**src/logic/rlp_pkg.sv**
```systemverilog
package rlp_pkg;

    localparam int unsigned NUM_GROUPS      = 3;
    localparam int unsigned CH_PER_GROUP    = 8;
    localparam int unsigned NUM_CH          = NUM_GROUPS * CH_PER_GROUP;
    localparam int unsigned CC_SPLIT_CH     = 6;

    // Register indexes; byte address is four times the index
    localparam logic [7:0] IDX_RED_PERIOD   = 8'h00;
    localparam logic [7:0] IDX_GREEN_CUR    = 8'h01;
    localparam logic [7:0] IDX_BLUE_CUR     = 8'h02;
    localparam logic [7:0] IDX_DUTY_BASE    = 8'h10;
    localparam logic [7:0] IDX_IRQ_STATUS   = 8'h30;
    localparam logic [7:0] IDX_IRQ_MASK     = 8'h31;
    localparam logic [7:0] IDX_LIVE_STATE   = 8'h32;

    localparam int unsigned PERIOD_SEL_LSB  = 5;
    localparam int unsigned CUR_CODE_LSB    = 0;
    localparam logic [7:0]  REG_RESET       = 8'h00;

    // Interrupt status and mask bit positions
    localparam int unsigned EV_THERM_OFF    = 0;
    localparam int unsigned EV_THERM_ON     = 1;
    localparam int unsigned EV_UVLO         = 2;
    localparam int unsigned EV_PERIOD       = 3;
    localparam int unsigned NUM_EV          = 4;

    // Live state bit positions
    localparam int unsigned LS_THERM        = 0;
    localparam int unsigned LS_UVLO         = 1;
    localparam int unsigned LS_SPLIT_LSB    = 2;

    // Three-level split select encoding
    localparam logic [1:0] SPLIT_LOW        = 2'h0;
    localparam logic [1:0] SPLIT_MID        = 2'h1;
    localparam logic [1:0] SPLIT_HIGH       = 2'h2;

    localparam logic [2:0] PERIOD_MAX_CODE  = 3'h4;

    // PWM time base
    localparam int unsigned CLK_PERIOD_NS   = 10;
    localparam int unsigned BASE_PERIOD_NS  = 500000;
    localparam int unsigned PWM_STEPS       = 256;
    localparam int unsigned BASE_TICK_CYCLES =
        BASE_PERIOD_NS / (PWM_STEPS * CLK_PERIOD_NS);

    typedef enum logic [0:0] {
        RLP_SCAN_IDLE,
        RLP_SCAN_RUN
    } rlp_scan_state_t;

    // Current fraction in percent for a group current code
    function automatic logic [6:0] rlp_cur_pct(input logic [2:0] code);
        logic [6:0] pct;
        pct = 7'h00;
        case (code)
            3'h0: pct = 7'd20;
            3'h1: pct = 7'd31;
            3'h2: pct = 7'd43;
            3'h3: pct = 7'd54;
            3'h4: pct = 7'd66;
            3'h5: pct = 7'd77;
            3'h6: pct = 7'd88;
            default: pct = 7'd100;
        endcase
        return pct;
    endfunction : rlp_cur_pct

endpackage : rlp_pkg

```
**src/logic/rlp_duty_if.sv**
```systemverilog
`timescale 1ns/100ps
interface rlp_duty_if #(
    parameter int unsigned WIDTH = 8,
    parameter int unsigned AW    = 5
);
    logic             wr_en;
    logic [AW-1:0]    wr_addr;
    logic [WIDTH-1:0] wr_data;
    logic [AW-1:0]    bus_addr;
    logic [WIDTH-1:0] bus_data;
    logic [AW-1:0]    scan_addr;
    logic [WIDTH-1:0] scan_data;

    modport ctrl (output wr_en, wr_addr, wr_data, bus_addr, scan_addr,
                  input  bus_data, scan_data);
    modport mem  (input  wr_en, wr_addr, wr_data, bus_addr, scan_addr,
                  output bus_data, scan_data);
endinterface : rlp_duty_if

```
**src/logic/rlp_duty_mem.sv**
```systemverilog
`timescale 1ns/100ps
module rlp_duty_mem #(
    parameter int unsigned WIDTH = 8,
    parameter int unsigned DEPTH = 24,
    parameter int unsigned AW    = 5
) (
    input  wire logic  clk_i,
    input  wire logic  rst_i,
    rlp_duty_if.mem    port
);
    logic [WIDTH-1:0] mem_q [DEPTH];
    logic [WIDTH-1:0] bus_q;
    logic [WIDTH-1:0] scan_q;

    // Reset clears every duty so all channels start off
    always_ff @(posedge clk_i)
    begin
        if (rst_i)
        begin
            for (int i = 0; i < DEPTH; i++)
            begin
                mem_q[i] <= '0;
            end
        end
        else if (port.wr_en && (32'(port.wr_addr) < DEPTH))
        begin
            mem_q[port.wr_addr] <= port.wr_data;
        end
    end

    // Out-of-range addresses read as zero
    always_ff @(posedge clk_i)
    begin
        bus_q  <= (32'(port.bus_addr) < DEPTH) ? mem_q[port.bus_addr] : '0;
        scan_q <= (32'(port.scan_addr) < DEPTH) ? mem_q[port.scan_addr] : '0;
    end

    assign port.bus_data  = bus_q;
    assign port.scan_data = scan_q;
endmodule : rlp_duty_mem

```
**src/logic/rlp_pwm_core.sv**
```systemverilog
`timescale 1ns/100ps
module rlp_pwm_core
    import rlp_pkg::*;
#(
    parameter int unsigned TICK_CYCLES = BASE_TICK_CYCLES
) (
    input  wire logic        clk_i,
    input  wire logic        rst_i,
    input  wire logic        wb_cyc_i,
    input  wire logic        wb_stb_i,
    input  wire logic        wb_we_i,
    input  wire logic [31:0] wb_adr_i,
    input  wire logic [31:0] wb_dat_i,
    input  wire logic [3:0]  wb_sel_i,
    output logic      [31:0] wb_dat_o,
    output logic             wb_ack_o,
    output logic             irq_o,
    input  wire logic        uvlo_i,
    input  wire logic        overtemp_i,
    input  wire logic        temp_resume_i,
    input  wire logic [1:0]  output_split_select_i,
    output logic      [7:0]  red_channel_out_o,
    output logic      [7:0]  green_channel_out_o,
    output logic      [7:0]  blue_channel_out_o,
    output logic      [7:0]  open_drain_mode_o,
    output logic      [2:0]  red_group_current_code_o,
    output logic      [2:0]  green_group_current_code_o,
    output logic      [2:0]  blue_group_current_code_o,
    output logic      [6:0]  red_current_pct_o,
    output logic      [6:0]  green_current_pct_o,
    output logic      [6:0]  blue_current_pct_o
);
    localparam int unsigned AW = 5;

    rlp_duty_if #(.WIDTH(8), .AW(AW)) duty ();

    rlp_duty_mem #(.WIDTH(8), .DEPTH(NUM_CH), .AW(AW)) u_duty_mem (
        .clk_i (clk_i),
        .rst_i (rst_i),
        .port  (duty.mem)
    );

    // Setting registers and interrupt status
    logic [7:0]        red_period_q;
    logic [7:0]        green_cur_q;
    logic [7:0]        blue_cur_q;
    logic [NUM_EV-1:0] irq_status_q;
    logic [NUM_EV-1:0] irq_mask_q;

    // Pin synchronisers: three stages, change accepted when 2 and 3 agree
    logic [4:0] pin_raw;
    logic [4:0] pin_s1_q;
    logic [4:0] pin_s2_q;
    logic [4:0] pin_s3_q;
    logic [4:0] pin_q;

    assign pin_raw = {output_split_select_i, temp_resume_i, overtemp_i, uvlo_i};

    always_ff @(posedge clk_i)
    begin
        if (rst_i)
        begin
            pin_s1_q <= '0;
            pin_s2_q <= '0;
            pin_s3_q <= '0;
        end
        else
        begin
            pin_s1_q <= pin_raw;
            pin_s2_q <= pin_s1_q;
            pin_s3_q <= pin_s2_q;
        end
    end

    genvar gp;
    generate
        for (gp = 0; gp < 5; gp++)
        begin : g_pin
            always_ff @(posedge clk_i)
            begin
                if (rst_i)
                    pin_q[gp] <= 1'b0;
                else if (pin_s2_q[gp] == pin_s3_q[gp])
                    pin_q[gp] <= pin_s3_q[gp];
            end
        end
    endgenerate

    wire       uvlo_w      = pin_q[0];
    wire       hot_w       = pin_q[1];
    wire       cool_w      = pin_q[2];
    wire [1:0] split_w     = pin_q[4:3];

    // Thermal shutdown holds from the hot indication until the cool one
    logic therm_off_q;
    logic uvlo_prev_q;
    wire  therm_set   = hot_w && !therm_off_q;
    wire  therm_clear = therm_off_q && cool_w && !hot_w;

    always_ff @(posedge clk_i)
    begin
        if (rst_i)
            therm_off_q <= 1'b0;
        else if (therm_set)
            therm_off_q <= 1'b1;
        else if (therm_clear)
            therm_off_q <= 1'b0;
    end

    always_ff @(posedge clk_i)
    begin
        if (rst_i)
            uvlo_prev_q <= 1'b0;
        else
            uvlo_prev_q <= uvlo_w;
    end

    // Wishbone decode
    wire        req       = wb_cyc_i && wb_stb_i;
    wire [7:0]  idx       = wb_adr_i[9:2];
    wire        upper_nz  = |wb_adr_i[31:10];
    wire        hit_rp    = !upper_nz && idx == IDX_RED_PERIOD;
    wire        hit_g     = !upper_nz && idx == IDX_GREEN_CUR;
    wire        hit_b     = !upper_nz && idx == IDX_BLUE_CUR;
    wire        hit_duty  = !upper_nz && idx >= IDX_DUTY_BASE
                            && idx < IDX_DUTY_BASE + 8'(NUM_CH);
    wire        hit_st    = !upper_nz && idx == IDX_IRQ_STATUS;
    wire        hit_mask  = !upper_nz && idx == IDX_IRQ_MASK;
    wire        hit_live  = !upper_nz && idx == IDX_LIVE_STATE;
    wire [7:0]  duty_off  = idx - IDX_DUTY_BASE;

    logic pend_q;
    logic ack_q;
    wire  do_wr  = ack_q && wb_we_i && wb_sel_i[0];
    wire  do_rd  = ack_q && !wb_we_i;

    always_ff @(posedge clk_i)
    begin
        if (rst_i)
        begin
            pend_q <= 1'b0;
            ack_q  <= 1'b0;
        end
        else
        begin
            pend_q <= req && !pend_q && !ack_q;
            ack_q  <= pend_q;
        end
    end

    assign wb_ack_o = ack_q;

    // Setting writes take effect at the acknowledge edge
    always_ff @(posedge clk_i)
    begin
        if (rst_i)
        begin
            red_period_q <= REG_RESET;
            green_cur_q  <= REG_RESET;
            blue_cur_q   <= REG_RESET;
            irq_mask_q   <= '0;
        end
        else if (do_wr)
        begin
            if (hit_rp)
                red_period_q <= wb_dat_i[7:0];
            else if (hit_g)
                green_cur_q <= wb_dat_i[7:0];
            else if (hit_b)
                blue_cur_q <= wb_dat_i[7:0];
            else if (hit_mask)
                irq_mask_q <= wb_dat_i[NUM_EV-1:0];
        end
    end

    assign duty.wr_en   = do_wr && hit_duty;
    assign duty.wr_addr = duty_off[AW-1:0];
    assign duty.wr_data = wb_dat_i[7:0];
    assign duty.bus_addr = duty_off[AW-1:0];

    // Read data is captured one cycle after the memory's registered read
    logic [31:0] rd_mux;
    assign rd_mux = hit_rp   ? {24'h0, red_period_q} :
                    hit_g    ? {24'h0, green_cur_q} :
                    hit_b    ? {24'h0, blue_cur_q} :
                    hit_duty ? {24'h0, duty.bus_data} :
                    hit_st   ? {28'h0, irq_status_q} :
                    hit_mask ? {28'h0, irq_mask_q} :
                    hit_live ? {28'h0, split_w, uvlo_w, therm_off_q} :
                               32'h0;

    always_ff @(posedge clk_i)
    begin
        if (rst_i)
            wb_dat_o <= '0;
        else if (pend_q)
            wb_dat_o <= rd_mux;
    end

    // PWM time base: step length doubles with each period code
    logic [2:0]  period_code;
    logic [15:0] tick_len;
    logic [15:0] div_q;
    logic [7:0]  cnt_q;
    wire  [2:0]  raw_code = red_period_q[PERIOD_SEL_LSB +: 3];

    // Undefined codes above 8 ms are held at the 8 ms setting
    assign period_code = (raw_code > PERIOD_MAX_CODE) ? PERIOD_MAX_CODE : raw_code;
    assign tick_len    = 16'(TICK_CYCLES) << period_code;
    wire   tick        = (div_q >= tick_len - 16'h1);
    wire   period_wrap = tick && (cnt_q == 8'hff);

    always_ff @(posedge clk_i)
    begin
        if (rst_i)
        begin
            div_q <= '0;
            cnt_q <= '0;
        end
        else if (tick)
        begin
            div_q <= '0;
            cnt_q <= cnt_q + 8'h1;
        end
        else
        begin
            div_q <= div_q + 16'h1;
        end
    end

    // Scanner walks all duties once per count step through the memory port
    rlp_scan_state_t scan_state_q;
    logic [AW-1:0]   scan_idx_q;
    logic [AW-1:0]   cmp_idx_q;
    logic            cmp_vld_q;
    logic [7:0]      cmp_cnt_q;
    logic [NUM_CH-1:0] act_q;

    assign duty.scan_addr = scan_idx_q;

    always_ff @(posedge clk_i)
    begin
        if (rst_i)
        begin
            scan_state_q <= RLP_SCAN_IDLE;
            scan_idx_q   <= '0;
            cmp_vld_q    <= 1'b0;
            cmp_idx_q    <= '0;
            cmp_cnt_q    <= '0;
        end
        else
        begin
            cmp_vld_q <= scan_state_q == RLP_SCAN_RUN;
            cmp_idx_q <= scan_idx_q;
            case (scan_state_q)
                RLP_SCAN_IDLE:
                begin
                    if (tick)
                    begin
                        scan_state_q <= RLP_SCAN_RUN;
                        scan_idx_q   <= '0;
                        cmp_cnt_q    <= cnt_q + 8'h1;
                    end
                end
                default:
                begin
                    if (32'(scan_idx_q) == NUM_CH - 1)
                        scan_state_q <= RLP_SCAN_IDLE;
                    else
                        scan_idx_q <= scan_idx_q + 5'h1;
                end
            endcase
        end
    end

    always_ff @(posedge clk_i)
    begin
        if (rst_i)
            act_q <= '0;
        else if (cmp_vld_q)
            act_q[cmp_idx_q] <= cmp_cnt_q < duty.scan_data;
    end

    // Channel order: red 0..7, green 8..15, blue 16..23
    wire shutdown = uvlo_w || therm_off_q;
    logic [NUM_CH-1:0] out_q;

    always_ff @(posedge clk_i)
    begin
        if (rst_i)
            out_q <= '0;
        else
            out_q <= shutdown ? '0 : act_q;
    end

    assign red_channel_out_o   = out_q[7:0];
    assign green_channel_out_o = out_q[15:8];
    assign blue_channel_out_o  = out_q[23:16];

    // Split select: one mask shared by all three groups
    always_ff @(posedge clk_i)
    begin
        if (rst_i)
            open_drain_mode_o <= '0;
        else if (split_w == SPLIT_HIGH)
            open_drain_mode_o <= 8'hff;
        else if (split_w == SPLIT_MID)
            open_drain_mode_o <= ~8'((1 << CC_SPLIT_CH) - 1);
        else
            open_drain_mode_o <= 8'h00;
    end

    always_ff @(posedge clk_i)
    begin
        if (rst_i)
        begin
            red_group_current_code_o   <= '0;
            green_group_current_code_o <= '0;
            blue_group_current_code_o  <= '0;
            red_current_pct_o          <= '0;
            green_current_pct_o        <= '0;
            blue_current_pct_o         <= '0;
        end
        else
        begin
            red_group_current_code_o   <= red_period_q[CUR_CODE_LSB +: 3];
            green_group_current_code_o <= green_cur_q[CUR_CODE_LSB +: 3];
            blue_group_current_code_o  <= blue_cur_q[CUR_CODE_LSB +: 3];
            red_current_pct_o   <= rlp_cur_pct(red_period_q[CUR_CODE_LSB +: 3]);
            green_current_pct_o <= rlp_cur_pct(green_cur_q[CUR_CODE_LSB +: 3]);
            blue_current_pct_o  <= rlp_cur_pct(blue_cur_q[CUR_CODE_LSB +: 3]);
        end
    end

    // Sticky events; a new event in the clearing read cycle still sets
    logic [NUM_EV-1:0] ev;
    assign ev[EV_THERM_OFF] = therm_set;
    assign ev[EV_THERM_ON]  = therm_clear;
    assign ev[EV_UVLO]      = uvlo_w && !uvlo_prev_q;
    assign ev[EV_PERIOD]    = period_wrap;
    wire   st_clr           = do_rd && hit_st;
    // Only bits already handed out in the read data are cleared, so an event
    // landing between data capture and acknowledge is not lost
    wire   [NUM_EV-1:0] st_clr_bits = st_clr ? wb_dat_o[NUM_EV-1:0] : '0;

    always_ff @(posedge clk_i)
    begin
        if (rst_i)
            irq_status_q <= '0;
        else
            irq_status_q <= (irq_status_q & ~st_clr_bits) | ev;
    end

    assign irq_o = |(irq_status_q & irq_mask_q);

endmodule : rlp_pwm_core

```
**config.mk**
```make
export PLATFORM = sky130hd
export DESIGN_NAME = rlp_pwm_core
export DESIGN_NICKNAME = d
export VERILOG_FILES = /design/src/logic/rlp_pkg.sv /design/src/logic/rlp_duty_if.sv /design/src/logic/rlp_duty_mem.sv /design/src/logic/rlp_pwm_core.sv
export SDC_FILE = /design/constraint.sdc
export NUM_CORES = 1
export LEC_CHECK = 0
export ABC_AREA = 1
export BUFFER_PORTS_ARGS = -buffer_cell sky130_fd_sc_hd__buf_4
export CAP_MARGIN = 20
export CORE_MARGIN = 5
export CORE_UTILIZATION = 40
export DETAILED_ROUTE_END_ITERATION = 8
export GPL_ROUTABILITY_DRIVEN = 0
export HOLD_SLACK_MARGIN = 0.02
export SLEW_MARGIN = 40
export SYNTH_ARGS = -nofsm -noshare
export SYNTH_HDL_FRONTEND = slang
export SYNTH_HIERARCHICAL = 1
export SYNTH_SLANG_ARGS = --single-unit
```
**constraint.sdc**
```tcl
create_clock -name clk_i -period 3.3 [get_ports clk_i]
set_input_delay 0.165 -clock clk_i [delete_from_list [all_inputs] [get_ports clk_i]]
set_output_delay 0.165 -clock clk_i [all_outputs]
set_load 0.01 [all_outputs]
```
== After elaboration in Yosys (flattened, before gate mapping) ==
Memory sizes are Yosys's and may differ from the RTL's. A register that Yosys moved wholly into a read port is not among the register bits.
Cells that the tools add are included.

* Add/sub/neg operators: 5
* Magnitude comparators: 9
* Equal/unequal tests: 33
* Shift-type cells: 1
* Muxes and demuxes: 33
* Bitwise gates (word level): 8
* Reduce and logical (&&, ||, !) cells: 50

{| class="wikitable"
|+ Operators with widths
! cell !! number
|-
| $pmux 7 s7 || 3
|-
| $mux 8 || 7
|-
| $eq 3x3->1 const B || 9
|-
| $bwmux 24 || 1
|-
| $eq 8x6->1 const B || 3
|-
| $logic_and 1x1->1 || 23
|-
| $reduce_or 22->1 || 1
|-
| $mux 5 || 4
|-
| $eq 3x2->1 const B || 6
|-
| $add 16x1->16 const B || 1
|-
| $ge 16x16->1 || 1
|-
| $mux 4 || 4
|-
| $shl 8x3->16 const A || 1
|-
| $sub 16x1->16 const B || 1
|-
| $mux 1 || 12
|-
| $lt 5x5->1 const B || 2
|-
| $eq 3x1->1 const B || 3
|-
| $logic_not 1->1 || 9
|-
| $logic_not 3->1 || 3
|-
| $add 8x1->8 const B || 1
|-
| $and 4x4->4 || 2
|-
| $eq 8x1->1 const B || 1
|-
| $eq 8x2->1 const B || 1
|-
| $eq 8x8->1 const B || 1
|-
| 28 further kinds || 39
|}

* Bits in registers: 218
* RAM bits: 192
* Input bits: 78
* Output and inout port bits: 96
* Word-level logic and storage cells: 174
* Memories kept: 1

{| class="wikitable"
|+ Memories
! name !! depth !! width !! rd ports !! clocked after Yosys merged registers in !! write ports !! RTL line !! RTL
|-
| u_duty_mem.mem_q || 24 || 8 || 2 || 2 || 24 || rlp_duty_mem.sv:11 || <nowiki>logic [WIDTH-1:0] mem_q [DEPTH];</nowiki>
|}

== Logic depth before layout (Yosys ltp) ==
* Word-level depth: 11
* Depth in mapped cells: 17
* Gate-level depth less buffers: 17

== Modules after synthesis ==
The synthesis kept the hierarchy.

{| class="wikitable"
|+ By module, submodules not included
! module !! times used !! cells each !! area an instance (um^2) !! seq. area each (um^2)
|-
| rlp_duty_mem || 1 || 1440 || 11320.9 || 6085.8
|-
| rlp_pwm_core || 1 || 1036 || 8016.4 || 3763.6
|}

== Worst setup path before layout ==
OpenSTA, ideal clock, no wires.

* Path type: register to register
* Start point: register red_period_q[7]
* End point: register cmp_cnt_q[4]
* Setup time: 0.071 ns
* Arrival: 2.459 ns
* Setup slack: 0.770 ns
* Stages on the path, launching flop included: 17
* Buffers on the path: 2
* Period minus slack after synthesis: 2.530 ns
* Cells stage by stage: dfxtp_1 clkbuf_1 nor2_1 inv_1 ha_1 o31ai_1 ha_1 a21oi_1 o21ai_0 nand2_1 nand3_1 nand2_1 nand3_2 nand2_1 buf_2 nand2_1 a21oi_1

* Cells in the longest elaborated chain, start to end: 6

{| class="wikitable"
|+ Ends and longest elaborated chain
! element !! RTL line !! RTL
|-
| from (decl) || rlp_pwm_core.sv:44 || <nowiki>logic [7:0] red_period_q;</nowiki>
|-
| from (signal assigned) || rlp_pwm_core.sv:166 || <nowiki>red_period_q <= wb_dat_i[7:0];</nowiki>
|-
| $gt 3x3->1 || rlp_pwm_core.sv:208 || <nowiki>assign period_code = (raw_code > PERIOD_MAX_CODE) ? PERIOD_MAX_CODE : raw_code;</nowiki>
|-
| $mux 3 * || rlp_pwm_core.sv:208 ||
|-
| $shl 8x3->16 * || rlp_pwm_core.sv:209 || <nowiki>assign tick_len = 16'(TICK_CYCLES) << period_code;</nowiki>
|-
| $sub 16x1->16 * || rlp_pwm_core.sv:210 || <nowiki>wire tick = (div_q >= tick_len - 16'h1);</nowiki>
|-
| $ge 16x16->1 * || rlp_pwm_core.sv:210 ||
|-
| $reduce_and 2->1 (no line) * || -- ||
|-
| to (signal assigned) || rlp_pwm_core.sv:262 || <nowiki>cmp_cnt_q <= cnt_q + 8'h1;</nowiki>
|-
| to (decl) || rlp_pwm_core.sv:236 || <nowiki>logic [7:0] cmp_cnt_q;</nowiki>
|}

Every way passes the cells marked *; elsewhere a longest branch is shown, timed or not.
A chain may end at the register's enable or synchronous reset.

== Final worst setup path ==
* Start point: register red_period_q[7]
* End point: register cmp_cnt_q[1]

Same word-level chain as after synthesis.

==> results by group <==
Clocking
  – Clock tree from TritonCTS: done
  – Root buf cell: clkbuf_16
  – CTS clock-pin slew for the worst setup and hold paths: 0.06 ns
  – Clock Path Buffers: 3
  – Clock Latency Late Sink: 0.57 ns
  – CTS Sinks: 396
  – CTS Buf Count: 45
  – Post-CTS sizing: 0
  – Number of H-tree levels: 2

Synth
  – Top cells by area, synth: edfxtp_1 30%, dfxtp_1 21%, nand2_1 9.0%, nand3_1 7.9%, nor2_1 7.5%
  – Synth Instances: 2476
  – Most common flop cell mapped by yosys: dfxtp_1
  – Leading area contributor after synthesis: edfxtp_1
  – Synthesized area: 19300 µm²
  – Post-synthesis sequential area ratio: 0.509
  – Synthesis warning total: 6
  – Asr flop ratio synth: 0
  – Post-synth top area share: 0.298
  – FF+latch count, synth: 396
  – Unique masters post-synth: 49
  – Number of flops mapped to enable cells by yosys: 192
  – Syn_area_per_cell: 7.81 µm²

STA
  – Final-report hold violation count: 0
  – Slew @ Worst Pin: 0.871 ns
  – Setup TNS: 0 ns
  – Slew headroom: 0.415
  – Layout Skew: 0.0138 ns
  – Fin crit period: 2.80 ns
  – RSZ-0062 raised after global routing: no
  – Max Clk Rate: 357 MHz
  – Final setup fails: 0
  – Fin. max-slew vios: 0
  – Hold WS: 0.0862 ns
  – Fin crit share: 0.850

Die
  – Core area: 47700 µm²
  – Die Width: 230 µm
  – Rows: 80
  – Die height: 230 µm
  – Die area: 52800 µm²
  – Ports: 174
  – Starting Density: 0.405

Layout
  – Antenna fix cells: 0
  – Post-layout util: 0.470
  – Finished Layout Cells: 3233
  – Share of cells above drive strength 1: 0.114
  – Area grow syn2layout: 16.1%
  – Nets: 2689

Hold path
  – Hold Path Class: input port to register
  – Worst Hold Launch: wb_adr_i[5]

Flow run
  – Max_cap viols: 0

Detailed routing
  – DR iter-0 viols: 1514
  – Met1 Wirelength: 24.4 mm
  – Vias: 16815
  – Antenna Violating Nets Remaining: 0
  – Routed vias/inst: 5.20
  – Routed wl met2: 26.0 mm
  – Routed WL: 56.1 mm
  – Top Metal Used: met4
  – Metal3 WL: 4.16 mm
  – WL per Instance: 17.4 µm
  – DRC viols: 0
  – Drt first pass iters: 5

Pwr
  – Power consumption: 0.0111 W
  – Psw: 0.00258 W
  – Worst VDD drop: 0.449 mV
  – Internal power: 0.00848 W
  – Power per cell area: 493 nW/µm²
  – Leakage: 9.79 nW
  – Seq pwr share: 0.479
  – Sw Ratio: 0.234
  – Clock network power share: 0.457
  – Part of the power in combinational logic: 0.064

Place
  – Placed instance count: 3135
  – Hpwl dp: 38.0 mm
  – Port buffer count: 120

Setup path
  – Crit. Startpoint: red_period_q[7]
  – Data required, critical path: 3.76 ns
  – WS Path Type: register to register
  – Crit path capture type: register
  – Reg-to-Reg Start: red_period_q[7]
  – Worst setup SP type: register
  – Max FO, Critical Path: 10
  – Arr. time, crit path: 3.27 ns

Global routing
  – First-pass GRT wire length: 87.6 mm
  – Number of global-route vias before repair: 15858
  – Gr ovfl total: 0
  – Initial antenna violation count: 0
  – Gr usage total: 0.206
  – Largest net degree at the start of global routing: 73

Outcome
  – Status: finished, final reports clean
-- state kept, by name, indices dropped and copies added, names as in the netlist, 16 cells and up --
| register | flops |
|---|---|
| out_q | 24 |
| act_q | 24 |
| div_q | 16 |
| u_duty_mem/mem_q | 192 |
-- worst max-delay path: stages, from the launching register on --
cell      delay (ns)
dfxtp_1         0.47
nor2_1          0.14
inv_1           0.08
ha_1            0.22
nand2_1         0.10
a21boi_0        0.15
ha_1            0.32
nand4_1         0.11
nor3_1          0.25
nand2_1         0.14
nand3_2         0.12
nand2_1         0.16
buf_4           0.21
o21ai_0         0.18
nor2_1          0.06
-- logic make-up after synthesis --
group / Yosys count / synth area share
and+or+nand+nor: 1233 / 0.274
adders and majority gates: 27 / 0.0175
xor gates and xnor gates: 11 / 0.00498
DFF: 396 / 0.509
AOI/OAI and AO/OA: 326 / 0.0925
other: 2 / 0.000388
buffers and inverters: 481 / 0.102
-- placed cells by master (no fill, tap or decap), drive strengths merged, types with 25 or more instances in the layout --
cell,Yosys,layout
o211ai,37,37
nand3,312,312
ha,27,27
inv,327,332
o21ai,138,138
dfxtp,204,204
a21oi,130,130
edfxtp,192,192
nor2,392,392
conb,2,25
nand2,481,481
clkbuf,77,56
buf,73,171
-- synth_stat cells, types with 3 or more instances --
master and instances:
o211ai_1 37, inv_1 320, xnor2_1 3, nand2_2 17, nor2_4 5, a31oi_1 3
xor2_1 8, nor2_1 384, nor3_1 18, dfxtp_1 204, clkbuf_1 77, buf_4 31
o21ai_1 18, inv_2 6, nand4_1 17, o22ai_1 3, edfxtp_1 192, nand2_1 464
nand3_1 307, or2_2 3, o2111ai_1 4, nand3_2 3, a21boi_0 4, nor3b_1 3
ha_1 27, o21ai_0 118, buf_2 17, a211oi_1 3, buf_1 23, a21oi_1 128
-- cell type report --
| type | instances | area (µm²) |
|---|---|---|
| Sequential cell | 396 | 9850 |
| Fill cell | 4604 | 25300 |
| Clock buffer | 56 | 1220 |
| Clock inverter | 25 | 282 |
| Multi-Input combinational cell | 1622 | 7610 |
| Timing Repair Buffer | 188 | 1470 |
| Inverter | 331 | 1250 |
| Tap cell | 615 | 769 |
-- worst paths after layout --
check                                endpoint  slack (ns)  cells past startpoint
setup reg to reg                 cmp_cnt_q[1]        0.50                     14
hold / removal    u_duty_mem/port.bus_data[0]        0.09                      4
hold reg to reg                   pin_s2_q[1]        0.40                      2
setup / recovery                 cmp_cnt_q[1]        0.50                     14
-- layer usage --
| layer | global-route usage | vias up |
|---|---|---|
| li1 | - | 8199 |
| met1 | 0.285 | 7854 |
| met2 | 0.331 | 652 |
| met5 | 0 | - |
| met3 | 0.0318 | 110 |
| met4 | 0.0695 | 0 |
-- metrics by stage --
stage | setup WS [ns] | cell area (µm²)
after CTS | 0.496 | 22400
after global placement | 0.522 | 20800
after floorplan | 0.770 | 19400
final | 0.496 | 22400
after detailed placement | 0.496 | 20800
after global routing | 0.182 | 22400
-- power by group through the flow --
stage / Combinational (W) / Sequential (W) / Clock [W]
floorplan: 0.000432 / 0.00539 / 0
global placement: 0.000670 / 0.00540 / 0
detailed placement: 0.000682 / 0.00540 / 0
CTS: 0.000701 / 0.00530 / 0.00517
global route: 0.000778 / 0.00531 / 0.00538
finish: 0.000711 / 0.00530 / 0.00506
-- repair_timing --
| item | in CTS | in global routing |
|---|---|---|
| hold endpoints to repair | 53 | 0 |
| hold buffers | 17 | 0 |
| buffers inserted | 0 | 0 |
No activity file was read; power rests on OpenSTA's default activity.
